==> config.mk <==
export PLATFORM = sky130hd
export DESIGN_NAME = ctmc_top
export DESIGN_NICKNAME = d
export VERILOG_FILES = /design/src/rtl/ctmc_pkg.sv /design/src/rtl/ctmc_top.sv
export SDC_FILE = /design/constraint.sdc
export NUM_CORES = 1
export LEC_CHECK = 0
export ABC_AREA = 1
export BUFFER_PORTS_ARGS = -buffer_cell sky130_fd_sc_hd__clkbuf_2
export CELL_PAD_IN_SITES_DETAIL_PLACEMENT = 1
export CELL_PAD_IN_SITES_GLOBAL_PLACEMENT = 1
export CORE_ASPECT_RATIO = 0.7
export CORE_MARGIN = 1
export CORE_UTILIZATION = 32
export CTS_BUF_LIST = sky130_fd_sc_hd__clkbuf_16
export DETAILED_ROUTE_END_ITERATION = 7
export HOLD_SLACK_MARGIN = 0.15
export PLACE_DENSITY = 0.76
export SYNTH_ARGS = -nofsm -noshare
export SYNTH_HDL_FRONTEND = slang
export SYNTH_SLANG_ARGS = --single-unit
==> constraint.sdc <==
create_clock -name clk_sys_i -period 1.4 [get_ports clk_sys_i]
set_clock_uncertainty 0.2 [all_clocks]
set_input_delay 0.14 -clock clk_sys_i [delete_from_list [all_inputs] [get_ports clk_sys_i]]
set_output_delay 0.14 -clock clk_sys_i [all_outputs]
set_load 0.005 [all_outputs]
==> src/rtl/ctmc_pkg.sv <==
// Package: constants and carrier types of the CAN transceiver mode control.
// Assumes a single 40 MHz system clock; no register bus of its own beyond APB.
package ctmc_pkg;
   // -----------------------------------------------------------------
   // Register map (byte addresses)
   // -----------------------------------------------------------------
   localparam logic [7:0] CTRL_OFFS   = 8'h00;
   localparam logic [7:0] STAT_OFFS   = 8'h04;
   localparam logic [7:0] IRQ_OFFS    = 8'h08;
   localparam logic [7:0] MASK_OFFS   = 8'h0C;
   // Control fields
   localparam int CTRL_STBY_POS   = 0;
   localparam int CTRL_TXD_POS    = 1;
   localparam int CTRL_COND_POS   = 2;
   localparam logic [2:0] CTRL_RESET = 3'h3;
   // Event bits, shared by status and mask
   localparam int EV_WAKE_POS    = 0;
   localparam int EV_THERM_POS   = 1;
   localparam int EV_TOUT_POS    = 2;
   localparam int EV_WIDTH       = 3;
   localparam logic [2:0] MASK_RESET = 3'h0;
   // -----------------------------------------------------------------
   // Timing
   // -----------------------------------------------------------------
   localparam int CLK_HZ           = 40_000_000;
   localparam int WAKE_FILTER_NS   = 1000;
   localparam int WAKE_FILTER_CYC  = (WAKE_FILTER_NS * (CLK_HZ / 1_000_000) + 999) / 1000;
   localparam int DOM_TIMEOUT_US   = 1000;
   localparam int DOM_TIMEOUT_CYC  = DOM_TIMEOUT_US * (CLK_HZ / 1_000_000);
   // -----------------------------------------------------------------
   // Types
   // -----------------------------------------------------------------
   typedef enum logic [3:0] {
      ST_NORMAL  = 4'b0001,
      ST_ARMING  = 4'b0010,
      ST_WATCH   = 4'b0100,
      ST_WOKEN   = 4'b1000
   } ctmc_state_t;
   typedef struct packed {
      logic drive_dom;
      logic rx_data;
      logic split_en;
      logic bus_gnd;
   } ctmc_line_t;
endpackage

==> src/rtl/ctmc_top.sv <==
// Top of the CAN transceiver mode control: pin logic plus APB control.
// Assumes pins arrive synchronous to clk_sys_i; synchronisers still applied.
// Assumes an APB master that holds each request until pready.
// Overview of operation
// - standby select low normal, high standby; normal also needs the ctrl_reg standby bit clear, which reset sets
// - normal mode: txd low drives dominant
// - normal mode: rxd follows bus level
// - unconnected txd and standby default high
// - standby disables transmitter and receiver
// - standby wake after filtered dominant, rxd low
// - standby terminates bus lines to ground
// - split output driven only in normal
// - unconditioned variant wakes on standing dominant
// - conditioned variant needs recessive first
// - wake reported only; stays standby
// - over temperature switches off transmitter only
// - thermal off latched until txd high
// - timeout timer starts on txd fall
// - txd low too long disables transmitter
// - txd rise resets timer, re-enables
//
// Register access over APB and the register addresses were left to the implementer.
`timescale 1ns/100ps
`default_nettype none
module ctmc_top #(
   parameter int WAKE_CYC    = ctmc_pkg::WAKE_FILTER_CYC,
   parameter int TIMEOUT_CYC = ctmc_pkg::DOM_TIMEOUT_CYC
) (
   input  wire logic        clk_sys_i,
   input  wire logic        rst_i,
   input  wire logic        txd_i,
   input  wire logic        txd_conn_i,
   input  wire logic        standby_select_i,
   input  wire logic        stby_conn_i,
   input  wire logic        bus_dom_i,
   input  wire logic        over_temp_i,
   input  wire logic        psel,
   input  wire logic        penable,
   input  wire logic        pwrite,
   input  wire logic [7:0]  paddr,
   input  wire logic [31:0] pwdata,
   output logic      [31:0] prdata,
   output logic             pready,
   output logic             pslverr,
   output logic             bus_drive_dom_o,
   output logic             bus_gnd_term_o,
   output logic             common_mode_split_out_o,
   output logic             rxd_o,
   output logic             irq_o
);
   localparam int WCW = $clog2(WAKE_CYC + 1);
   localparam int TCW = $clog2(TIMEOUT_CYC + 1);

   // -----------------------------------------------------------------
   // Input synchronisers
   // -----------------------------------------------------------------
   logic [1:0] txd_sync_reg;
   logic [1:0] stb_sync_reg;
   logic [1:0] bus_sync_reg;
   logic       txd_q_reg;
   logic       txd_eff;
   logic       stb_eff;
   assign txd_eff = txd_conn_i ? txd_i : 1'b1;
   assign stb_eff = stby_conn_i ? standby_select_i : 1'b1;
   always_ff @(posedge clk_sys_i) begin
      if (rst_i) begin
         txd_sync_reg <= 2'h3;
         stb_sync_reg <= 2'h3;
         bus_sync_reg <= 2'h0;
         txd_q_reg    <= 1'b1;
      end else begin
         txd_sync_reg <= {txd_sync_reg[0], txd_eff};
         stb_sync_reg <= {stb_sync_reg[0], stb_eff};
         bus_sync_reg <= {bus_sync_reg[0], bus_dom_i};
         txd_q_reg    <= txd_sync_reg[1];
      end
   end
   logic txd_s;
   logic stb_s;
   logic dom_s;
   logic txd_fall;
   logic txd_rise;
   assign txd_s    = txd_sync_reg[1];
   assign stb_s    = stb_sync_reg[1];
   assign dom_s    = bus_sync_reg[1];
   assign txd_fall = txd_q_reg & ~txd_s;
   assign txd_rise = ~txd_q_reg & txd_s;

   // -----------------------------------------------------------------
   // APB control registers
   // -----------------------------------------------------------------
   logic [2:0]                 ctrl_reg;
   logic [ctmc_pkg::EV_WIDTH-1:0] irq_stat_reg;
   logic [ctmc_pkg::EV_WIDTH-1:0] irq_mask_reg;
   logic [ctmc_pkg::EV_WIDTH-1:0] ev_set;
   logic                       wr_en;
   logic                       rd_en;
   logic                       hit;
   assign wr_en = psel & penable & pwrite;
   assign rd_en = psel & penable & ~pwrite;
   assign hit   = (paddr == ctmc_pkg::CTRL_OFFS) | (paddr == ctmc_pkg::STAT_OFFS)
                | (paddr == ctmc_pkg::IRQ_OFFS)  | (paddr == ctmc_pkg::MASK_OFFS);
   // Conditioned variant bit lets one die serve both wake flavours
   always_ff @(posedge clk_sys_i) begin
      if (rst_i) begin
         ctrl_reg     <= ctmc_pkg::CTRL_RESET;
         irq_mask_reg <= ctmc_pkg::MASK_RESET;
      end else if (wr_en) begin
         if (paddr == ctmc_pkg::CTRL_OFFS) begin
            ctrl_reg <= pwdata[2:0];
         end
         if (paddr == ctmc_pkg::MASK_OFFS) begin
            irq_mask_reg <= pwdata[ctmc_pkg::EV_WIDTH-1:0];
         end
      end
   end
   // Set wins over write-one-to-clear
   always_ff @(posedge clk_sys_i) begin
      if (rst_i) begin
         irq_stat_reg <= '0;
      end else if (wr_en && paddr == ctmc_pkg::IRQ_OFFS) begin
         irq_stat_reg <= (irq_stat_reg & ~pwdata[ctmc_pkg::EV_WIDTH-1:0]) | ev_set;
      end else begin
         irq_stat_reg <= irq_stat_reg | ev_set;
      end
   end
   // Software may also override pins: both must agree for normal mode
   logic stby_req;
   logic txd_req;
   logic cond_mode;
   assign stby_req  = stb_s | ctrl_reg[ctmc_pkg::CTRL_STBY_POS];
   assign txd_req   = txd_s & ctrl_reg[ctmc_pkg::CTRL_TXD_POS];
   assign cond_mode = ctrl_reg[ctmc_pkg::CTRL_COND_POS];

   // -----------------------------------------------------------------
   // Mode and wake state machine
   // -----------------------------------------------------------------
   ctmc_pkg::ctmc_state_t state_reg;
   ctmc_pkg::ctmc_state_t state_next;
   logic [WCW-1:0]        wake_cnt_reg;
   logic                  wake_hit;
   assign wake_hit = (wake_cnt_reg == WCW'(WAKE_CYC));
   always_comb begin
      case (state_reg)
         ctmc_pkg::ST_NORMAL: begin
            if (!stby_req) state_next = ctmc_pkg::ST_NORMAL;
            else if (cond_mode && dom_s) state_next = ctmc_pkg::ST_ARMING;
            else state_next = ctmc_pkg::ST_WATCH;
         end
         ctmc_pkg::ST_ARMING: begin
            if (!stby_req) state_next = ctmc_pkg::ST_NORMAL;
            else if (!dom_s) state_next = ctmc_pkg::ST_WATCH;
            else state_next = ctmc_pkg::ST_ARMING;
         end
         ctmc_pkg::ST_WATCH: begin
            if (!stby_req) state_next = ctmc_pkg::ST_NORMAL;
            else if (wake_hit) state_next = ctmc_pkg::ST_WOKEN;
            else state_next = ctmc_pkg::ST_WATCH;
         end
         ctmc_pkg::ST_WOKEN: begin
            if (!stby_req) state_next = ctmc_pkg::ST_NORMAL;
            else state_next = ctmc_pkg::ST_WOKEN;
         end
         default: state_next = ctmc_pkg::ST_NORMAL;
      endcase
   end
   always_ff @(posedge clk_sys_i) begin
      if (rst_i) state_reg <= ctmc_pkg::ST_NORMAL;
      else state_reg <= state_next;
   end
   // unconditioned counts standing dominant at once
   always_ff @(posedge clk_sys_i) begin
      if (rst_i) begin
         wake_cnt_reg <= '0;
      end else if (state_reg == ctmc_pkg::ST_WATCH && dom_s && !wake_hit) begin
         wake_cnt_reg <= wake_cnt_reg + WCW'(1);
      end else if (state_reg != ctmc_pkg::ST_WATCH || !dom_s) begin
         wake_cnt_reg <= '0;
      end
   end

   // -----------------------------------------------------------------
   // Transmitter protection
   // -----------------------------------------------------------------
   logic           therm_off_reg;
   logic           tout_off_reg;
   logic [TCW-1:0] tout_cnt_reg;
   always_ff @(posedge clk_sys_i) begin
      if (rst_i) therm_off_reg <= 1'b0;
      else if (over_temp_i) therm_off_reg <= 1'b1;
      else if (txd_s) therm_off_reg <= 1'b0;
   end
   always_ff @(posedge clk_sys_i) begin
      if (rst_i || txd_rise || txd_fall || txd_s) begin
         tout_cnt_reg <= '0;
      end else if (tout_cnt_reg != TCW'(TIMEOUT_CYC)) begin
         tout_cnt_reg <= tout_cnt_reg + TCW'(1);
      end
   end
   always_ff @(posedge clk_sys_i) begin
      if (rst_i || txd_rise) tout_off_reg <= 1'b0;
      else if (tout_cnt_reg == TCW'(TIMEOUT_CYC)) tout_off_reg <= 1'b1;
   end
   assign ev_set = {tout_cnt_reg == TCW'(TIMEOUT_CYC) && !tout_off_reg,
                    over_temp_i && !therm_off_reg,
                    state_next == ctmc_pkg::ST_WOKEN && state_reg != ctmc_pkg::ST_WOKEN};

   // -----------------------------------------------------------------
   // Line outputs, all registered
   // -----------------------------------------------------------------
   ctmc_pkg::ctmc_line_t line_next;
   logic                 is_normal;
   assign is_normal = (state_next == ctmc_pkg::ST_NORMAL);
   always_comb begin
      line_next.drive_dom = is_normal & ~txd_req & ~therm_off_reg & ~tout_off_reg & ~over_temp_i;
      line_next.rx_data   = is_normal ? ~dom_s : (state_next != ctmc_pkg::ST_WOKEN);
      line_next.split_en  = is_normal;
      line_next.bus_gnd   = ~is_normal;
   end
   always_ff @(posedge clk_sys_i) begin
      if (rst_i) begin
         bus_drive_dom_o         <= 1'b0;
         rxd_o                   <= 1'b1;
         common_mode_split_out_o <= 1'b0;
         bus_gnd_term_o          <= 1'b1;
         irq_o                   <= 1'b0;
         prdata                  <= '0;
         pready                  <= 1'b0;
         pslverr                 <= 1'b0;
      end else begin
         bus_drive_dom_o         <= line_next.drive_dom;
         rxd_o                   <= line_next.rx_data;
         common_mode_split_out_o <= line_next.split_en;
         bus_gnd_term_o          <= line_next.bus_gnd;
         irq_o                   <= |(irq_stat_reg & irq_mask_reg);
         // Zero wait state: ready in the cycle after setup
         pready                  <= psel & ~penable;
         pslverr                 <= psel & ~penable & ~hit;
         prdata                  <= '0;
         if (psel && !penable && !pwrite) begin
            case (paddr)
               ctmc_pkg::CTRL_OFFS: prdata <= {29'h0, ctrl_reg};
               ctmc_pkg::STAT_OFFS: prdata <= {25'h0, therm_off_reg, tout_off_reg, state_reg, stby_req};
               ctmc_pkg::IRQ_OFFS:  prdata <= {29'h0, irq_stat_reg};
               ctmc_pkg::MASK_OFFS: prdata <= {29'h0, irq_mask_reg};
               default:             prdata <= 32'h0;
            endcase
         end
      end
   end
   logic unused_rd;
   assign unused_rd = rd_en;
endmodule
`default_nettype wire

# ---- Word level (Yosys, flattened, before mapping)
# Index checks and enable logic that the tools add are counted.
# W data, S select, Z words.
dict set report word_totals {
  regBits 83
  in_bits 51
  out_inout_bits 39
  word_cells 115
}
dict set report classes {
  add_sub_neg 2
  eq_ne 15
  n_mux 15
  n_bitwise 33
  reduce_logical 28
}
# operator count
set op_table {}
lappend op_table {{$pmux W7 S4} 1}
lappend op_table {{$add A16 B1 Y16 const B} 1}
lappend op_table {{$eq A16 B16 Y1 const B} 1}
lappend op_table {{$eq A8 B4 Y1 const B} 2}
lappend op_table {{$ne A16 B16 Y1 const B} 1}
lappend op_table {{$pmux W4 S4} 1}
lappend op_table {{$mux W3} 5}
lappend op_table {{$not A1 Y1} 13}
lappend op_table {{$mux W4} 3}
lappend op_table {{$mux W6} 2}
lappend op_table {{$and A1 B1 Y1} 11}
lappend op_table {{$logic_and A1 B1 Y1} 9}
lappend op_table {{$eq A4 B1 Y1 const B} 2}
lappend op_table {{$eq A4 B4 Y1 const B} 2}
lappend op_table {{$eq A8 B3 Y1 const B} 1}
lappend op_table {{$logic_not A8 Y1} 1}
lappend op_table {{$ne A4 B4 Y1 const B} 2}
lappend op_table {{$add A6 B1 Y6 const B} 1}
lappend op_table {{$and A3 B3 Y3} 2}
lappend op_table {{$eq A6 B6 Y1 const B} 1}
lappend op_table {{$logic_not A1 Y1} 6}
lappend op_table {{$or A3 B3 Y3} 2}
lappend op_table {{$reduce_or A2 Y1} 3}
lappend op_table {{$eq A4 B2 Y1 const B} 1}
lappend op_table {{other kinds (9)} 19}

# ---- Logic depth before layout (Yosys ltp)
dict set report logic_depth {
  word_depth 9
  depth_mapped 9
  mapped_depth_nobuf 9
}

# ---- Least setup slack after synthesis
# Ideal clock, no wire load.
dict set report synth_timing {
  path_kind {flip-flop to flip-flop}
  start {register tout_cnt_reg[1]}
  end {register tout_cnt_reg[10]}
  setup_time_ns 0.113
  arrival_ns 1.036
  required_ns 1.087
  setup_slack_ns 0.051
  path_stages_with_launch 9
  n_path_buf 0
  period_less_slack_ns 1.349
  cell_sequence {dfxtp_1 ha_1 nand2_1 nor2_1 nand2_1 nor2_1 nand2_1 nor2_1 nor2_1}
}
dict set report synth_via {
  elab_chain_cells 1
  elab_cells_between_ends 2
  cone_classes {1 x add/sub; 1 x eq/ne}
}
# item line
set synth_rtl {}
lappend synth_rtl {{from (decl)} ctmc_top.sv:187} ;# logic [TCW-1:0] tout_cnt_reg;
lappend synth_rtl {{from (signal assigned)} ctmc_top.sv:197} ;# tout_cnt_reg <= tout_cnt_reg + TCW'(1);
lappend synth_rtl {{$add A16 B1 Y16 / $ne A16 B16 Y1 (equally long branches)} {ctmc_top.sv:197, ctmc_top.sv:196}}
# Parallel ways exist; a longest one is shown, timed or not.
# A chain may end at the register's enable or synchronous reset.

# ---- Worst setup path after layout
# Ends and elaborated chain as after synthesis.

==> results.json <==
{
  "synth_seq_area_share": 0.4095,
  "clock_latency_ns": 0.34,
  "r2r-start": "tout_cnt_reg[1]",
  "syn_area_per_cell_um2": 7.142,
  "vias": 2763,
  "powerDensity_nw_per_um2": 1078,
  "drc": 0,
  "dieWidth_um": 114.5,
  "cp.arrival_ns": 1.56,
  "maxCapViolations": 0,
  "grt.total_usage": 0.1788,
  "diodes": 0,
  "grt_pass1_wl_um": 12390,
  "finalSetupTns_ns": -0.4248,
  "cp-start-kind": "register",
  "status": "finished with violations",
  "die-area_um2": 9247,
  "place_area_um2": 3147,
  "slew_viol_final": 0,
  "cts_buffer_depth": 2,
  "synthToLayoutAreaGrowth_pct": 38.61,
  "drtIter0Drc": 82,
  "num_rows": 28,
  "fin_util": 0.4616,
  "setup_slack_ns": -0.08154,
  "gp_congestion": 0.8057,
  "routed_wl_um": 8551,
  "fin_nets": 533,
  "cp_max_fo": 4,
  "numPortBuffers": 35,
  "hp-class": "in2reg",
  "grt_pass1_vias": 2597,
  "cts_buffers": 9,
  "final_area_um2": 3930,
  "clk_pin_slew_ns": 0.06,
  "cts-hold-fix-buffers": 17,
  "multiInputGateArea_um2": 1594,
  "ioPinCount": 90,
  "fmax_ghz": 0.6750,
  "h-tree-depth": 3,
  "yosysTopAreaCellShare": 0.4095,
  "required_ns": 1.47,
  "holdWs_ns": -0.06019,
  "syn-cell-area_um2": 2835,
  "most-common-layout-cells": "nand2_1, dfxtp_1, nor2_1",
  "avgViaCountPerCell": 4.582,
  "p_leak_nw": 1.728,
  "crit_path_start": "tout_cnt_reg[1]",
  "drive_gt1_frac": 0.3478,
  "rsz0062_at_grt": "true",
  "hpwl_um": 5708,
  "min_period_over_period": 1.058,
  "grt_max_degree": 15,
  "synth_top_cell_by_area": "dfxtp_1",
  "n_fill_cell": 1070,
  "regArea_um2": 1186,
  "hold_viol_final": 1,
  "coreArea_um2": 8513,
  "final_antenna_net_count": 0,
  "ys_warn_count": 0,
  "die_h_um": 80.76,
  "cts_tree": "done",
  "worstHoldStart": "rst_i",
  "synth-seq-cells": 58,
  "period_needed_ns": 1.482,
  "cp-end-kind": "register",
  "root_buffer": "clkbuf_16",
  "grt_overflow": 0,
  "ys_types": 29,
  "syn_inst": 397,
  "antenna_found_initial": 0,
  "largest_register_ff_count": 16,
  "power_mw": 4.238,
  "cts.sinks": 58,
  "firstDrtPassIters": 4,
  "setup_viol": 11,
  "synth_area_leaders": "dfxtp_1, nand2_1, nor2_1",
  "crit_type": "reg2reg",
  "crit_path_cell_trace": "ha_4, nand2_4, nor2_4, nand2_2, nor2_4, nand2_2, nand2_1, nand2_1, nor2_1",
  "start_util": 0.3330,
  "worst_path_max_delay_cell": "dfxtp_4",
  "avgRoutedWirePerCell_um": 14.18,
  "violations": "negative hold slack, negative setup slack",
  "max-vdd-ir-drop_uv": 530.2,
  "final_common_cell": "nand2_1",
  "crit_path_max_incr_delay_ns": 0.38
}
## where the power goes
| group | switching, mW | internal [mW] |
|---|---|---|
| registers | 0.0310 | 1.70 |
| logic | 0.223 | 0.148 |
| clock network | 0.786 | 1.35 |
| total | 1.04 | 3.20 |
## metrics by stage
stage	worst slack, ns	cells
2_1_floorplan	0.05084	421
3_3_place_gp	-0.04016	561
3_5_place_dp	-0.1012	561
4_1_cts	-0.03351	594
5_1_grt	-0.1671	603
6_report	-0.08154	603
## routing by layer
| metal | global-route usage | vias up | wire [um] |
|---|---|---|---|
| met1 | 0.2242 | 1322 | 3969 |
| met4 | 0.07792 | 0 | 140 |
| met5 | 0 | - | 0 |
| met3 | 0.04851 | 12 | 348 |
| met2 | 0.2909 | 63 | 4092 |
| li1 | - | 1366 | - |
## final cells by class
cell class | instances | area share
clock buffers | 9 | 0.05731
clock inverters | 7 | 0.01528
inverters | 52 | 0.05094
multi-input cells | 283 | 0.4056
flip-flops and latches | 58 | 0.3018
well taps | 120 | 0.03820
repair buffers | 74 | 0.1308
## worst max-delay path, delay by kind of cell (launching register included)
kind | cells | cell delay [ns]
DFF | 1 | 0.38
adders and majority gates | 1 | 0.16
and+or+nand+nor | 8 | 0.66
## worst paths after layout
check / endpoint / slack [ns] / depth (start not counted)
min reg2reg: txd_sync_reg[1] / 0.21 / 1
max reg2reg: tout_cnt_reg[10] / -0.08 / 9
min: txd_q_reg / -0.06 / 3
max: tout_cnt_reg[10] / -0.08 / 9
## cell families (layout without fill, tap and decap cells)
logic type / count (synthesis) / in the layout / share of synthesized area
simple gates: 216 / 216 / 0.3561
buf+inv: 80 / 142 / 0.1399
flops: 58 / 58 / 0.4095
compound gates: 34 / 34 / 0.06311
fa+ha+maj: 4 / 4 / 0.01765
xor+xnor: 4 / 4 / 0.01236
other cells: 1 / 25 / 0.001323
## Yosys cell counts
| cell type | number |
|---|---|
| a21oi_1 | 23 |
| a31o_2 | 1 |
| buf_2 | 2 |
| buf_4 | 25 |
| clkbuf_1 | 1 |
| conb_1 | 1 |
| dfxtp_1 | 58 |
| ha_1 | 4 |
| inv_1 | 49 |
| inv_2 | 3 |
| nand2_1 | 90 |
| nand2_2 | 3 |
| nand2_4 | 2 |
| nand3_1 | 30 |
| nand3_2 | 3 |
| nand3b_1 | 3 |
| nand4_1 | 6 |
| nor2_1 | 51 |
| nor2_2 | 4 |
| nor2_4 | 5 |
| nor2_8 | 1 |
| nor3_1 | 15 |
| nor3_2 | 1 |
| o211ai_1 | 1 |
| o21a_1 | 1 |
| o21ai_0 | 8 |
| or2_2 | 2 |
| xnor2_1 | 2 |
| xor2_1 | 2 |
## timing repair
item / CTS / global route
setup endpoints to repair: 22 / 28
pin swaps: 9 / 26
buffers inserted: 0 / 10
cloned: 0 / 0
resized for setup: 23 / 74
endpoints found under the hold margin: 44 / 25
Power figures use the tool's default switching activity.
